[src/hw/swps_consts.svh]
`ifndef SWPS_CONSTS_SVH
`define SWPS_CONSTS_SVH

// ==========================================================
// Bus widths
`define SWPS_ADDR_W 8
`define SWPS_DATA_W 32
`define SWPS_TIME_W 24

// ==========================================================
// Register byte offsets
`define SWPS_OFS_CTRL 8'h00
`define SWPS_OFS_CLOSE_TIME 8'h04
`define SWPS_OFS_OPEN_TIME 8'h08
`define SWPS_OFS_STATUS 8'h0c
`define SWPS_OFS_IRQ_STAT 8'h10
`define SWPS_OFS_IRQ_MASK 8'h14
`define SWPS_OFS_CMD 8'h18

// ==========================================================
// Field positions
`define SWPS_CTRL_CWIRE 0
`define SWPS_CTRL_OWIRE 1
`define SWPS_CMD_CLOSE 0
`define SWPS_CMD_OPEN 1
`define SWPS_EV_OK 0
`define SWPS_EV_FAIL 1
`define SWPS_EV_CHG 2
`define SWPS_EV_W 3

// ==========================================================
// Reset values, travel times in clock cycles
`define SWPS_CTRL_RST 2'h3
`define SWPS_CLOSE_TIME_RST 24'h0003e8
`define SWPS_OPEN_TIME_RST 24'h0003e8
`define SWPS_MASK_RST 3'h0

`endif

[src/hw/swps_pkg.sv]
package swps_pkg;

  typedef enum logic [1:0] {
    SWPS_POS_MID = 2'h0,
    SWPS_POS_OPEN = 2'h1,
    SWPS_POS_CLOSED = 2'h2,
    SWPS_POS_FAULT = 2'h3
  } swps_pos_e;

  typedef enum logic [4:0] {
    ST_IDLE = 5'h01,
    ST_CLOSING = 5'h02,
    ST_OPENING = 5'h04,
    ST_DONE = 5'h08,
    ST_FAIL = 5'h10
  } swps_state_e;

endpackage

[src/hw/swps_sync.sv]
`timescale 1ns/1ns
module swps_sync
  import swps_pkg::*;
(
  input wire logic clk_in,
  input wire logic rst_b_in,
  input wire logic d_in,
  output logic q_out
);

  logic meta_q;
  logic sync_q;

  always_ff @(posedge clk_in or negedge rst_b_in)
  begin
    if (!rst_b_in)
    begin
      meta_q <= 1'b0;
      sync_q <= 1'b0;
    end
    else
    begin
      meta_q <= d_in;
      sync_q <= meta_q;
    end
  end

  assign q_out = sync_q;

endmodule

[src/hw/swps_timer.sv]
`timescale 1ns/1ns
`include "swps_consts.svh"
module swps_timer
  import swps_pkg::*;
(
  input wire logic clk_in,
  input wire logic rst_b_in,
  input wire logic start_in,
  input wire logic stop_in,
  input wire logic [`SWPS_TIME_W-1:0] load_in,
  output logic busy_out,
  output logic expired_out
);

  logic [`SWPS_TIME_W-1:0] cnt_q;
  logic [`SWPS_TIME_W-1:0] cnt_d;
  logic busy_q;
  logic busy_d;

  // A zero load still runs one cycle
  always_comb
  begin
    cnt_d = cnt_q;
    busy_d = busy_q;
    expired_out = 1'b0;
    if (start_in)
    begin
      cnt_d = (load_in == '0) ? `SWPS_TIME_W'(1) : load_in;
      busy_d = 1'b1;
    end
    else if (stop_in)
      busy_d = 1'b0;
    else if (busy_q)
    begin
      if (cnt_q == `SWPS_TIME_W'(1))
      begin
        busy_d = 1'b0;
        expired_out = 1'b1;
      end
      else
        cnt_d = cnt_q - `SWPS_TIME_W'(1);
    end
  end

  always_ff @(posedge clk_in or negedge rst_b_in)
  begin
    if (!rst_b_in)
    begin
      cnt_q <= '0;
      busy_q <= 1'b0;
    end
    else
    begin
      cnt_q <= cnt_d;
      busy_q <= busy_d;
    end
  end

  assign busy_out = busy_q;

endmodule

[src/hw/swps_top.sv]
// Behaviour
// - Both contacts synchronised every cycle; position from levels plus travel timers.
// - Close command starts close timer; in transit while it runs unconfirmed.
// - Closed feedback in time gives closed flag; timer expiry first gives faulted.
// - Open command starts open timer; open flag in time, faulted on expiry.
// - Position code: 0 intermediate, 1 open, 2 closed, 3 faulted.
// - Both wired, equal levels while timing: code 0, in transit only.
// - Both wired, equal levels with no timer running: code 3, faulted only.
// - Exactly one contact configured raises the single contact flag.
// - Single contact supervises only its own direction of command.
// - Closed-only: close starts timer; feedback in time gives closed and success.
// - Travel time elapsed before end position: faulted set, in transit dropped.
// - Closed-only: low is 0 while timing else 1; high is 2.
// - No contact configured forces position code 3.
// - Open-only: open command timed; feedback gives open and success, expiry faulted.
`timescale 1ns/1ns
`include "swps_consts.svh"
module swps_top
  import swps_pkg::*;
(
  input wire logic clk_in,
  input wire logic rst_b_in,
  input wire logic aux_closed_in,
  input wire logic aux_open_in,
  input wire logic close_cmd_in,
  input wire logic open_cmd_in,
  input wire logic [`SWPS_ADDR_W-1:0] addr_in,
  input wire logic [`SWPS_DATA_W-1:0] wr_data_in,
  input wire logic wr_in,
  input wire logic rd_in,
  output logic [`SWPS_DATA_W-1:0] rd_data_out,
  output logic pos_closed_out,
  output logic pos_open_out,
  output logic in_transit_out,
  output logic faulted_out,
  output logic [1:0] pos_code_out,
  output logic single_contact_flag_out,
  output logic command_success_flag_out,
  output logic irq_out
);

  // ==========================================================
  // Contact synchronisers
  logic [1:0] aux_raw;
  logic [1:0] aux_s;
  logic c_s;
  logic o_s;

  assign aux_raw = {aux_open_in, aux_closed_in};

  genvar gi;
  generate
    for (gi = 0; gi < 2; gi++)
    begin : g_sync
      swps_sync u_sync (
        .clk_in(clk_in),
        .rst_b_in(rst_b_in),
        .d_in(aux_raw[gi]),
        .q_out(aux_s[gi])
      );
    end
  endgenerate

  assign c_s = aux_s[0];
  assign o_s = aux_s[1];

  // ==========================================================
  // Position decode
  function automatic swps_pos_e pos_decode(input logic [1:0] wired, input logic c,
    input logic o, input logic run_c, input logic run_o, input logic fail);
    swps_pos_e p;
    p = SWPS_POS_FAULT;
    case (wired)
      2'h3:
      begin
        if (c != o)
          p = c ? SWPS_POS_CLOSED : SWPS_POS_OPEN;
        else if (run_c || run_o)
          p = SWPS_POS_MID;
        else
          p = SWPS_POS_FAULT;
      end
      2'h1:
      begin
        if (c)
          p = SWPS_POS_CLOSED;
        else if (run_c)
          p = SWPS_POS_MID;
        else
          p = SWPS_POS_OPEN;
      end
      2'h2:
      begin
        if (o)
          p = SWPS_POS_OPEN;
        else if (run_o)
          p = SWPS_POS_MID;
        else
          p = SWPS_POS_CLOSED;
      end
      default: p = SWPS_POS_FAULT;
    endcase
    if (fail)
      p = SWPS_POS_FAULT;
    return p;
  endfunction

  // ==========================================================
  // Registers written by software
  logic [1:0] ctrl_q;
  logic [1:0] ctrl_d;
  logic [`SWPS_TIME_W-1:0] close_time_q;
  logic [`SWPS_TIME_W-1:0] close_time_d;
  logic [`SWPS_TIME_W-1:0] open_time_q;
  logic [`SWPS_TIME_W-1:0] open_time_d;
  logic [`SWPS_EV_W-1:0] irq_mask_q;
  logic [`SWPS_EV_W-1:0] irq_mask_d;
  logic sw_close;
  logic sw_open;

  always_comb
  begin
    ctrl_d = ctrl_q;
    close_time_d = close_time_q;
    open_time_d = open_time_q;
    irq_mask_d = irq_mask_q;
    sw_close = 1'b0;
    sw_open = 1'b0;
    if (wr_in)
    begin
      case (addr_in)
        `SWPS_OFS_CTRL: ctrl_d = wr_data_in[1:0];
        `SWPS_OFS_CLOSE_TIME: close_time_d = wr_data_in[`SWPS_TIME_W-1:0];
        `SWPS_OFS_OPEN_TIME: open_time_d = wr_data_in[`SWPS_TIME_W-1:0];
        `SWPS_OFS_IRQ_MASK: irq_mask_d = wr_data_in[`SWPS_EV_W-1:0];
        `SWPS_OFS_CMD:
        begin
          sw_close = wr_data_in[`SWPS_CMD_CLOSE];
          sw_open = wr_data_in[`SWPS_CMD_OPEN];
        end
        default: ;
      endcase
    end
  end

  always_ff @(posedge clk_in or negedge rst_b_in)
  begin
    if (!rst_b_in)
    begin
      ctrl_q <= `SWPS_CTRL_RST;
      close_time_q <= `SWPS_CLOSE_TIME_RST;
      open_time_q <= `SWPS_OPEN_TIME_RST;
      irq_mask_q <= `SWPS_MASK_RST;
    end
    else
    begin
      ctrl_q <= ctrl_d;
      close_time_q <= close_time_d;
      open_time_q <= open_time_d;
      irq_mask_q <= irq_mask_d;
    end
  end

  // ==========================================================
  // Travel supervision
  swps_state_e state_q;
  swps_state_e state_d;
  logic go_close;
  logic go_open;
  logic both_wired;
  logic close_ok;
  logic open_ok;
  logic tmr_start;
  logic tmr_stop;
  logic [`SWPS_TIME_W-1:0] tmr_load;
  logic tmr_busy;
  logic tmr_expired;

  assign go_close = close_cmd_in | sw_close;
  assign go_open = open_cmd_in | sw_open;
  assign both_wired = ctrl_q[`SWPS_CTRL_CWIRE] & ctrl_q[`SWPS_CTRL_OWIRE];
  assign close_ok = both_wired ? (c_s & ~o_s) : c_s;
  assign open_ok = both_wired ? (o_s & ~c_s) : o_s;

  // Open wins when both commands coincide
  always_comb
  begin
    state_d = state_q;
    tmr_start = 1'b0;
    tmr_stop = 1'b0;
    tmr_load = close_time_q;
    if (go_open)
    begin
      if (ctrl_q[`SWPS_CTRL_OWIRE])
      begin
        state_d = ST_OPENING;
        tmr_start = 1'b1;
        tmr_load = open_time_q;
      end
      else
      begin
        state_d = ST_IDLE;
        tmr_stop = 1'b1;
      end
    end
    else if (go_close)
    begin
      if (ctrl_q[`SWPS_CTRL_CWIRE])
      begin
        state_d = ST_CLOSING;
        tmr_start = 1'b1;
      end
      else
      begin
        state_d = ST_IDLE;
        tmr_stop = 1'b1;
      end
    end
    else
    begin
      case (state_q)
        ST_CLOSING:
        begin
          if (close_ok)
          begin
            state_d = ST_DONE;
            tmr_stop = 1'b1;
          end
          else if (tmr_expired)
            state_d = ST_FAIL;
        end
        ST_OPENING:
        begin
          if (open_ok)
          begin
            state_d = ST_DONE;
            tmr_stop = 1'b1;
          end
          else if (tmr_expired)
            state_d = ST_FAIL;
        end
        ST_IDLE, ST_DONE, ST_FAIL: ;
        default:
        begin
          state_d = ST_IDLE;
          tmr_stop = 1'b1;
        end
      endcase
    end
  end

  always_ff @(posedge clk_in or negedge rst_b_in)
  begin
    if (!rst_b_in)
      state_q <= ST_IDLE;
    else
      state_q <= state_d;
  end

  swps_timer u_timer (
    .clk_in(clk_in),
    .rst_b_in(rst_b_in),
    .start_in(tmr_start),
    .stop_in(tmr_stop),
    .load_in(tmr_load),
    .busy_out(tmr_busy),
    .expired_out(tmr_expired)
  );

  // ==========================================================
  // Outputs, interrupt status and read port
  swps_pos_e code_d;
  swps_pos_e code_q;
  logic success_q;
  logic single_q;
  logic [`SWPS_EV_W-1:0] ev;
  logic [`SWPS_EV_W-1:0] irq_stat_q;
  logic [`SWPS_EV_W-1:0] irq_stat_d;
  logic irq_q;
  logic irq_d;
  logic [`SWPS_DATA_W-1:0] rd_data_q;
  logic [`SWPS_DATA_W-1:0] rd_data_d;
  logic stat_clr;

  always_comb
  begin
    code_d = pos_decode(ctrl_q, c_s, o_s, state_q == ST_CLOSING,
      state_q == ST_OPENING, state_q == ST_FAIL);
    ev = '0;
    ev[`SWPS_EV_OK] = (state_d == ST_DONE) && (state_q != ST_DONE);
    ev[`SWPS_EV_FAIL] = (state_d == ST_FAIL) && (state_q != ST_FAIL);
    ev[`SWPS_EV_CHG] = code_d != code_q;
    stat_clr = rd_in && (addr_in == `SWPS_OFS_IRQ_STAT);
    // A new event beats the clear of the same read
    irq_stat_d = (irq_stat_q & ~{`SWPS_EV_W{stat_clr}}) | ev;
    irq_d = |(irq_stat_d & irq_mask_d);
    rd_data_d = '0;
    if (rd_in)
    begin
      case (addr_in)
        `SWPS_OFS_CTRL: rd_data_d[1:0] = ctrl_q;
        `SWPS_OFS_CLOSE_TIME: rd_data_d[`SWPS_TIME_W-1:0] = close_time_q;
        `SWPS_OFS_OPEN_TIME: rd_data_d[`SWPS_TIME_W-1:0] = open_time_q;
        `SWPS_OFS_STATUS: rd_data_d[7:0] = {success_q, single_q, code_q == SWPS_POS_FAULT,
          code_q == SWPS_POS_MID, code_q == SWPS_POS_OPEN, code_q == SWPS_POS_CLOSED,
          code_q};
        `SWPS_OFS_IRQ_STAT: rd_data_d[`SWPS_EV_W-1:0] = irq_stat_q;
        `SWPS_OFS_IRQ_MASK: rd_data_d[`SWPS_EV_W-1:0] = irq_mask_q;
        default: ;
      endcase
    end
  end

  always_ff @(posedge clk_in or negedge rst_b_in)
  begin
    if (!rst_b_in)
    begin
      code_q <= SWPS_POS_FAULT;
      success_q <= 1'b0;
      single_q <= 1'b0;
      irq_stat_q <= '0;
      irq_q <= 1'b0;
      rd_data_q <= '0;
    end
    else
    begin
      code_q <= code_d;
      success_q <= state_q == ST_DONE;
      single_q <= ctrl_q[`SWPS_CTRL_CWIRE] ^ ctrl_q[`SWPS_CTRL_OWIRE];
      irq_stat_q <= irq_stat_d;
      irq_q <= irq_d;
      rd_data_q <= rd_data_d;
    end
  end

  assign pos_code_out = code_q;
  assign pos_closed_out = code_q == SWPS_POS_CLOSED;
  assign pos_open_out = code_q == SWPS_POS_OPEN;
  assign in_transit_out = code_q == SWPS_POS_MID;
  assign faulted_out = code_q == SWPS_POS_FAULT;
  assign single_contact_flag_out = single_q;
  assign command_success_flag_out = success_q;
  assign irq_out = irq_q;
  assign rd_data_out = rd_data_q;
endmodule

[config.mk]
export PLATFORM = sky130hd
export DESIGN_NAME = swps_top
export DESIGN_NICKNAME = d
export VERILOG_FILES = /design/src/hw/swps_pkg.sv /design/src/hw/swps_sync.sv /design/src/hw/swps_timer.sv /design/src/hw/swps_top.sv
export VERILOG_INCLUDE_DIRS = /design/src /design/src/hw
export SDC_FILE = /design/constraint.sdc
export NUM_CORES = 1
export LEC_CHECK = 0
export BUFFER_PORTS_ARGS = -buffer_cell sky130_fd_sc_hd__buf_4
export CAP_MARGIN = 0
export CORE_ASPECT_RATIO = 0.7
export CORE_MARGIN = 2
export CORE_UTILIZATION = 42
export CTS_CLUSTER_SIZE = 14
export DETAILED_ROUTE_END_ITERATION = 10
export PLACE_DENSITY = 0.67
export SKIP_LAST_GASP = 1
export SLEW_MARGIN = 0
export SYNTH_ARGS = -nofsm -noshare
export SYNTH_HDL_FRONTEND = slang
export SYNTH_SLANG_ARGS = --single-unit
[constraint.sdc]
create_clock -name clk_in -period 3.6 [get_ports clk_in]
set_input_delay 0.9 -clock clk_in [delete_from_list [all_inputs] [get_ports clk_in]]
set_output_delay 0.9 -clock clk_in [all_outputs]
set_load 0.1 [all_outputs]
Word level (Yosys, flattened, before mapping)
Cells that the tools add are included.

$add $sub $neg: 1. Multipliers: 0. Div/mod/pow operators: 0. Magnitude comparators: 0. Equality and inequality tests: 26. Shifts and indexed selects: 0. Mux-type cells: 56. Bitwise operators: 12. Reductions and logical operators: 14.

Operators with widths (count): 24-bit 2-to-1 mux (8); 16-bit case mux with 2 select lines (1); 5-bit case mux with 3 select lines (2); 1-bit 2-to-1 mux (25); 5-bit 2-to-1 mux (5); 24-bit by 1-bit equality test with 1-bit output, second input constant (1); 8-bit by 5-bit equality test with 1-bit output, second input constant (3); 24-bit logical NOT (1); 24-bit by 1-bit subtractor with 24-bit output, second input constant (1); 8-bit by 4-bit equality test with 1-bit output, second input constant (2); 2-bit 2-to-1 mux (8); 2-bit case mux with 6 select lines (1); 5-bit by 4-bit equality test with 1-bit output, second input constant (2); 5-bit equality test, second input constant (2); 3-bit 2-to-1 mux (3); 2-bit equality test, second input constant (4); 8-bit by 3-bit equality test with 1-bit output, second input constant (1); 8-bit logical NOT (1); 3-bit AND (2); 2-bit case mux with 3 select lines (1); 2-bit AND reduction (3); 3-bit OR reduction (2); 5-bit by 1-bit equality test with 1-bit output, second input constant (1); 5-bit by 2-bit equality test with 1-bit output, second input constant (1); other kinds (20) (28).

Flip-flop bits (word level): 119. Latch bits: 0. Memory bits (writable): 0. Memory bits (read-only): 0. Input port bits: 48. Output and inout port bits: 41. Word-level logic and storage cells: 126. Memories: 0.

Logic depth before layout (Yosys ltp)
Gate-level depths: netlist (run 1).

Depth after elaboration: 19. Depth in mapped cells: 9. Gate-level depth less buffers: 8.

Cells and area by module
A second synthesis (run 1) with hierarchy kept.

Cells, all modules: 572. Area, all modules: 6338.6 µm².

Modules (own cells, without submodules): swps_top (instances 1, cells an instance 380, area each 4545.6 µm², sequential area each 2273.4 µm²); swps_timer (instances 1, cells an instance 188, area each 1692.9 µm², sequential area each 625.6 µm²); swps_sync (instances 2, cells an instance 2, area each 50.0 µm², sequential area each 50.0 µm²).

Worst setup path before layout (run 1)
Ideal clock, no wire load.

Path type: reg2out. Start point: reg code_q[1], in the netlist pos_code_out[1]. End point: out pos_closed_out. Arrival time: 2.335 ns. Required time: 2.700 ns. Path slack: 0.365 ns. Stages on the path, launching flop included: 2. Buffers on the path: 0. Cells stage by stage: dfstp_2 -> nor2b_1.

Longest elaborated chain between the ends: 1.

RTL lines: from (decl) (line swps_top.sv:273) `swps_pos_e code_q;`; from (signal assigned) (line swps_top.sv:327) `code_q <= code_d;`; 2-bit equality test (line swps_top.sv:337) `assign pos_closed_out = code_q == SWPS_POS_CLOSED;`; to (decl) (line swps_top.sv:32) `output logic pos_closed_out,`.

No other way between the ends.

Worst setup path after layout (run 1)
Start point: in addr_in[0]. End point: reg open_time_q[23].

Longest elaborated chain between the ends: 2.

RTL lines: from (decl) (line swps_top.sv:27) `` input wire logic [`SWPS_ADDR_W-1:0] addr_in, ``; 8-bit by 4-bit equality test with 1-bit output (line swps_top.sv:131) `case (addr_in)`; 2-bit AND reduction (no line); to (signal assigned) (line swps_top.sv:152) `` open_time_q <= `SWPS_OPEN_TIME_RST; ``; to (signal assigned) (line swps_top.sv:159) `open_time_q <= open_time_d;`; to (decl) (line swps_top.sv:114) `` logic [`SWPS_TIME_W-1:0] open_time_q; ``.

No other way between the ends. A chain may end at the register's enable or synchronous reset.

==> results.md, run 1 <==
- Status: complete, no violations
- First-pass GRT wire length: roughly 26 mm
- Synth cell types: 66
- Register bit total from synthesis: about 120
- Final WS setup: around 0.7 ns
- Max Fclk: around 0.35 GHz
- Avg Inst Size Synth: around 11 um^2
- HP Class: register to register
- Crit share post-route: 0.805
- Antenna violations before repair: 0
- DR iter-0 viols: 407
- WL/cell: a little under 20 um
- TritonCTS clock tree: built
- Worst-margin pin slew: roughly 0.83 ns
- Diodes inserted: 0
- CP endpoint kind: register
- Commonest non-fill, non-tap cell in the layout: dfrtp_1
- Final setup viols: 0
- Syn Inst Count: around 540
- Post-CTS setup buffers: 0
- Root Driver: clkbuf_16
- Area grow syn2layout: 23.1%
- Relative slew margins: 0.444
- Fillers: approximately 1,200
- Final Critical Period: between 2 and 3 ns
- GP Congestion: approximately 0.87
- Via count: between 4,000 and 5,000
- CP max FO: 24
- DIE HEIGHT: 105 um
- Register area share after synthesis: 0.494
- Final WL: approximately 16 mm
- Startpoint Class: input pin
- All-Layer GR Usage: 0.215
- RSZ-0062 raised after global routing: false
- Area after DPL: 6830 um^2
- Top FF cell, synth: dfrtp_1
- Vias in the first global route: approximately 4,700
- PnR Total Power: 0.00401 W
- CTS Hold Bufs: 0
- Die W: around 150 um
- Post-Syn Area: just over 6000 um^2
- Hpwl dp: around 11 mm
- Final Hold Viols: 0
- Design Area, Final: ~7500 um^2
- Pwr Density: roughly 540 nW/um^2
- Core ar.: 14,000 um^2
- Post-synth EDFFs: 0
- H-tree Lvls: 4
- PostCTS Resize Cnt: 0
- Setup TNS Final: 0 ns
- Number of remaining DRC errors: 0
- Peak supply drop: ~0.00047 V
- Crit path DAT: around 3.2 ns
- Clock sinks: around 120
- Initial Util: 0.433
- Worst-path clk slew: ~0.05 ns
- Vias/cell: between 5 and 6
- Count of input and output buffers: 72
- Total congestion overflow: 0
- NumNets Final: roughly 670
- Most frequent cells in the layout: dfrtp_1 (102), buf_4 (88), mux2_2 (36), a22oi_1 (34), nand2_1 (29)
- I/O pins: roughly 90
- Async SR Flop Fraction: 1.00
- Skew-Pair Late Insertion Delay: 0.41 ns
- Pin count of the biggest net entering global routing: 97
- Slew Limit Fails: 0
- Number of CTS-inserted buffers: 17
- Initial DRT Pass Iterations: 6
- Clk_skew: slightly above 0.008 ns
- Pleak: around 3.5 nW
- ANT nets after route: 0
- Number of max-cap violations: 0
- Layout cell share with drive strength beyond 1: 0.325
- Ys Warns: 0
- Longest Clk Path Bufs: 2
- Crit Path Category: input pin to register
- Site row count: 36
- Hold-critical path depth: 0
- DIE AREA: 15,400 um^2
- DP Worst Slack: between 0.2 and 0.3 ns
- Number of cells on the worst reg-to-reg path: 8
- Critical Path RT: 3.89 ns
worst paths after layout:
kind	start	endpoint	slack [ns]
setup / recovery	addr_in[0]	open_time_q[23]$_DFFE_PN0P_	0.70
hold reg to reg	g_sync[1].u_sync.meta_q$_DFF_PN0_	g_sync[1].u_sync.q_out$_DFF_PN0_	0.35
max in group asynchronous	rst_b_in	close_time_q[5]$_DFFE_PN1P_	2.37
hold / removal	g_sync[1].u_sync.meta_q$_DFF_PN0_	g_sync[1].u_sync.q_out$_DFF_PN0_	0.35
min in group asynchronous	rst_b_in	state_q[3]$_DFF_PN0_	0.40
setup reg to reg	ctrl_q[1]$_DFFE_PN1P_	u_timer.cnt_q[14]$_DFFE_PN0P_	0.78
where the power goes:
| group | internal [W] | total [W] | leakage, nW | switching [W] |
|---|---|---|---|---|
| clock | 0.00124 | 0.00184 | 0.315 | 0.000595 |
| sequential | 0.00142 | 0.00151 | 1.56 | 0.0000868 |
| combinational | 0.000234 | 0.000662 | 1.63 | 0.000429 |
| total | 0.00290 | 0.00401 | 3.50 | 0.00111 |
sequential cells by signal, indices dropped and copies added, names as in the netlist, 3 cells and up:
| signal | flops |
|---|---|
| close_time_q | 24 |
| open_time_q | 24 |
| rd_data_out | 24 |
| u_timer.cnt_q | 24 |
| state_q | 5 |
| irq_mask_q | 3 |
| irq_stat_q | 3 |
cells in the mapped netlist (2+ instances only):
master    instances  area [um^2]
inv_1            10         37.5
nand3_1          19         95.1
mux4_2            2         45.0
nor4_1           18          113
a21oi_1          17         85.1
xor2_1           17          149
o21ai_1           3         15.0
a22oi_1          34          255
nand3b_1          4         30.0
mux2i_1           7         70.1
a221o_1           2         20.0
nand4_1           8         50.1
and2_1            3         18.8
or4_1             5         37.5
buf_6             2         22.5
a22o_1            2         17.5
mux2_2           36          405
dfstp_2          17          447
nand2_1          29          109
clkbuf_1         14         52.6
buf_4            10         75.1
nand4b_1          7         61.3
nor3_1            9         45.0
o21ai_0          11         55.1
ha_1              8          100
xnor2_1           3         26.3
o211ai_1          2         15.0
dfrtp_1         102         2550
nor2_1           22         82.6
and3_1            9         56.3
buf_2             7         35.0
nand2b_1          3         18.8
nor3b_1           2         15.0
nor4b_1           2         17.5
and4_1            3         26.3
o22ai_1           5         31.3
mux2_4           20          300
nor2b_1          26          163
a31oi_1           2         12.5
or3_1             5         31.3
and4b_1           3         30.0
cell families after synthesis:
| kind of cell | after synthesis | share of synthesized area |
|---|---|---|
| AOI/OAI and AO/OA | 92 | 0.103 |
| and+or+nand+nor | 185 | 0.182 |
| muxes | 66 | 0.137 |
| DFF | 119 | 0.494 |
| xor gates and xnor gates | 20 | 0.0289 |
| buffers and inverters | 44 | 0.0373 |
| other | 1 | 0.000618 |
| adders and majority gates | 8 | 0.0165 |
metal layers:
| metal | part of all wire | wire [um] | track usage |
|---|---|---|---|
| met1 | 0.47 | 7570 | 0.324 |
| met2 | 0.44 | 7080 | 0.312 |
| met5 | 0 | 0 | 0 |
| met4 | 0.011 | 180 | 0.0543 |
| met3 | 0.077 | 1240 | 0.0476 |
critical path, stage by stage:
cell and delay [ns]:
buf_4 0.12, or4_1 0.58, or3_1 0.46, nor2b_1 0.23, nand2_2 0.43, mux2_1 0.47
final cells by class:
cell class              instances  area (um^2)  share of cell area
multi-input cells             379         2870               0.384
well taps                     190          238              0.0318
clock buffers                  23          498              0.0667
flip-flops and latches        119         3000               0.402
clock inverters                 8          143              0.0191
repair buffers                 89          681              0.0912
inverters                      10         37.5             0.00503
through the flow:
step           cells   util  hold WS, ns
5_1_grt          818  0.533        0.361
2_1_floorplan    542      -        0.331
3_3_place_gp     787  0.487        0.334
6_report         818  0.533        0.351
4_1_cts          818  0.533        0.355
3_5_place_dp     787  0.487        0.343
Power figures use the tool's default switching activity.
==> inputs of run 2 (changes only) <==
- clock period: 3.6 -> 2.8 ns (I/O delays scaled with it)
==> results.md, run 2 (synthesized netlist as in run 1, its figures left out) <==
- Status: complete, no violations
- Worst-margin pin slew: 0.562 ns (-0.268 ns)
- Max Fclk: between 0.3 and 0.4 GHz
- HP Class: input pin to asynchronous set/reset pin
- DP Worst Slack: -0.174 ns (-0.464 ns)
- All-Layer GR Usage: 0.227 (+0.0124)
- Pleak: 3.66 nW (+4.4%)
- Crit Path Category: register to register
- Vias in the first global route: 4,964 (+6.1%)
- Site row count: 36 (unchanged)
- RSZ-0062 raised after global routing: false
- Longest Clk Path Bufs: 2 (unchanged)
- Critical Path RT: 3.15 ns (-0.74 ns)
- Worst r2r src: ctrl_q[0]$_DFFE_PN1P_
- WL/cell: 19.7 um (+0.30%)
- Peak supply drop: 0.000579 V (+24%)
- TritonCTS clock tree: built
- Final Hold Viols: 0 (unchanged)
- Crit share post-route: 0.954
- Die W: 148 um (unchanged)
- Core ar.: 14,000 um^2 (unchanged)
- Via count: 4,821 (+0.52%)
- Fillers: 1,167 (+0.60%)
- CP max FO: 25 (+4.2%)
- Antenna violations before repair: 0 (unchanged)
- Setup TNS Final: 0 ns (unchanged)
- Post-CTS setup buffers: 0 (unchanged)
- I/O pins: 89 (unchanged)
- DR iter-0 viols: 385 (-5.4%)
- Final Critical Period: between 2 and 3 ns
- Number of max-cap violations: 0 (unchanged)
- Clk_skew: 0.00746 ns (-0.000581 ns)
- CTS Hold Bufs: 0 (unchanged)
- Final setup viols: 0 (unchanged)
- Final WL: 16.7 mm (+3.9%)
- DIE HEIGHT: 105 um (unchanged)
- Startpoint Class: register
- Worst setup path endpoint: u_timer.cnt_q[14]$_DFFE_PN0P_
- First-pass GRT wire length: 26.8 mm (+4.2%)
- DIE AREA: 15,400 um^2 (unchanged)
- Slew Limit Fails: 0 (unchanged)
- Pin count of the biggest net entering global routing: 50 (-48%)
- Worst-path clk slew: 0.06 ns (about the same)
- ANT nets after route: 0 (unchanged)
- Area grow syn2layout: 28.1%
- Root Driver: clkbuf_16
- NumNets Final: 700 (+4.2%)
- Total congestion overflow: 0 (unchanged)
- Initial Util: 0.433 (unchanged)
- Count of input and output buffers: 72 (unchanged)
- Initial DRT Pass Iterations: 5 (-1)
- Clock sinks: 119 (unchanged)
- Crit Reg-Reg Endpoint: u_timer.cnt_q[14]$_DFFE_PN0P_
- Commonest non-fill, non-tap cell in the layout: buf_4
- Most frequent cells in the layout: buf_4 (112), dfrtp_1 (102), mux2_2 (36), a22oi_1 (34), nand2_1 (29)
- Hpwl dp: 11.9 mm (+6.8%)
- Number of CTS-inserted buffers: 17 (unchanged)
- Skew-Pair Late Insertion Delay: 0.42 ns (about the same)
- Worst setup startpoint: ctrl_q[0]$_DFFE_PN1P_
- Final WS setup: 0.129 ns (-0.574 ns)
- CP endpoint kind: register
- Number of cells on the worst reg-to-reg path: 8 (unchanged)
- GP Congestion: 0.890 (+2.8%)
- Crit path DAT: 3.02 ns (-0.17 ns)
- H-tree Lvls: 4 (unchanged)
- Layout cell share with drive strength beyond 1: 0.359 (+0.0344)
- Number of remaining DRC errors: 0 (unchanged)
- Relative slew margins: 0.622 (+0.177)
- Diodes inserted: 0 (unchanged)
- Reg-to-reg slack, setup: 0.13 ns (-0.65 ns)
- Pwr Density: 685 nW/um^2 (+27%)
- Vias/cell: 5.69 (-2.9%)
-- run 2: changes by cell type in the layout (fill, tap and decap cells not counted), sizes merged --
cell      delta
buf         +28
clkinv       -2
clkinvlp     +2
bufinv       +1
clkbuf       -1
inv          +1
-- run 2: worst max-delay path, stage by stage (launching register included) --
cell	delay (ns)
dfstp_2	0.53
ha_1	0.31
mux2i_2	0.30
o221ai_1	0.23
nor4b_4	0.32
buf_12	0.21
nand3_1	0.14
or4_1	0.45
nand3_1	0.10
-- run 2: area by class of cell --
| class | count | area, um^2 | area share |
|---|---|---|---|
| multi-input combinational | 379 | 2880 | 0.371 |
| inverter | 10 | 37.5 | 0.00483 |
| timing repair buffer | 117 | 941 | 0.121 |
| clock inverter | 10 | 190 | 0.0245 |
| tap | 190 | 238 | 0.0306 |
| clock buffer | 22 | 484 | 0.0623 |
| sequential | 119 | 3000 | 0.386 |
-- run 2: power breakdown --
group | internal (W) | switching [W] | leakage, nW | total (W)
combinational | 0.000339 | 0.000566 | 1.78 | 0.000905
clock | 0.00168 | 0.000796 | 0.319 | 0.00247
sequential | 0.00183 | 0.000111 | 1.56 | 0.00194
total | 0.00384 | 0.00147 | 3.66 | 0.00532
-- run 2: per-stage QoR --
stage | utilization | power, W | hold slack (ns) | instances | instance area [um^2]
5_1_grt | 0.555 | 0.00551 | 0.298 | 847 | 7770
3_3_place_gp | 0.506 | 0.00283 | 0.334 | 815 | 7090
4_1_cts | 0.554 | 0.00534 | 0.275 | 847 | 7760
6_report | 0.555 | 0.00532 | 0.261 | 847 | 7770
2_1_floorplan | - | 0.00253 | 0.331 | 542 | 6100
3_5_place_dp | 0.506 | 0.00286 | 0.337 | 815 | 7090
-- run 2: how the worst min path moves through the flow --
stage                                      startpoint                          endpoint
finish                                       rst_b_in              state_q[2]$_DFF_PN0_
detailed placement  g_sync[1].u_sync.meta_q$_DFF_PN0_  g_sync[1].u_sync.q_out$_DFF_PN0_
global route                                 rst_b_in              state_q[2]$_DFF_PN0_
CTS                                          rst_b_in              state_q[2]$_DFF_PN0_
global placement    g_sync[0].u_sync.meta_q$_DFF_PN0_  g_sync[0].u_sync.q_out$_DFF_PN0_
floorplan           g_sync[0].u_sync.meta_q$_DFF_PN0_  g_sync[0].u_sync.q_out$_DFF_PN0_
-- run 2: what timing repair did --
action / CTS / global route
endpoints found under the setup margin: 0 / 1
gates resized for setup: 0 / 1
hold endpoints to repair: 0 / 0
-- run 2: per-layer routing --
layer | up-vias | GRT usage | part of all wire
met1 | 2426 | 0.327 | 0.48
li1 | 2181 | - | -
met2 | 187 | 0.327 | 0.44
met5 | - | 0 | 0
met4 | 0 | 0.0769 | 0.016
met3 | 27 | 0.0672 | 0.066
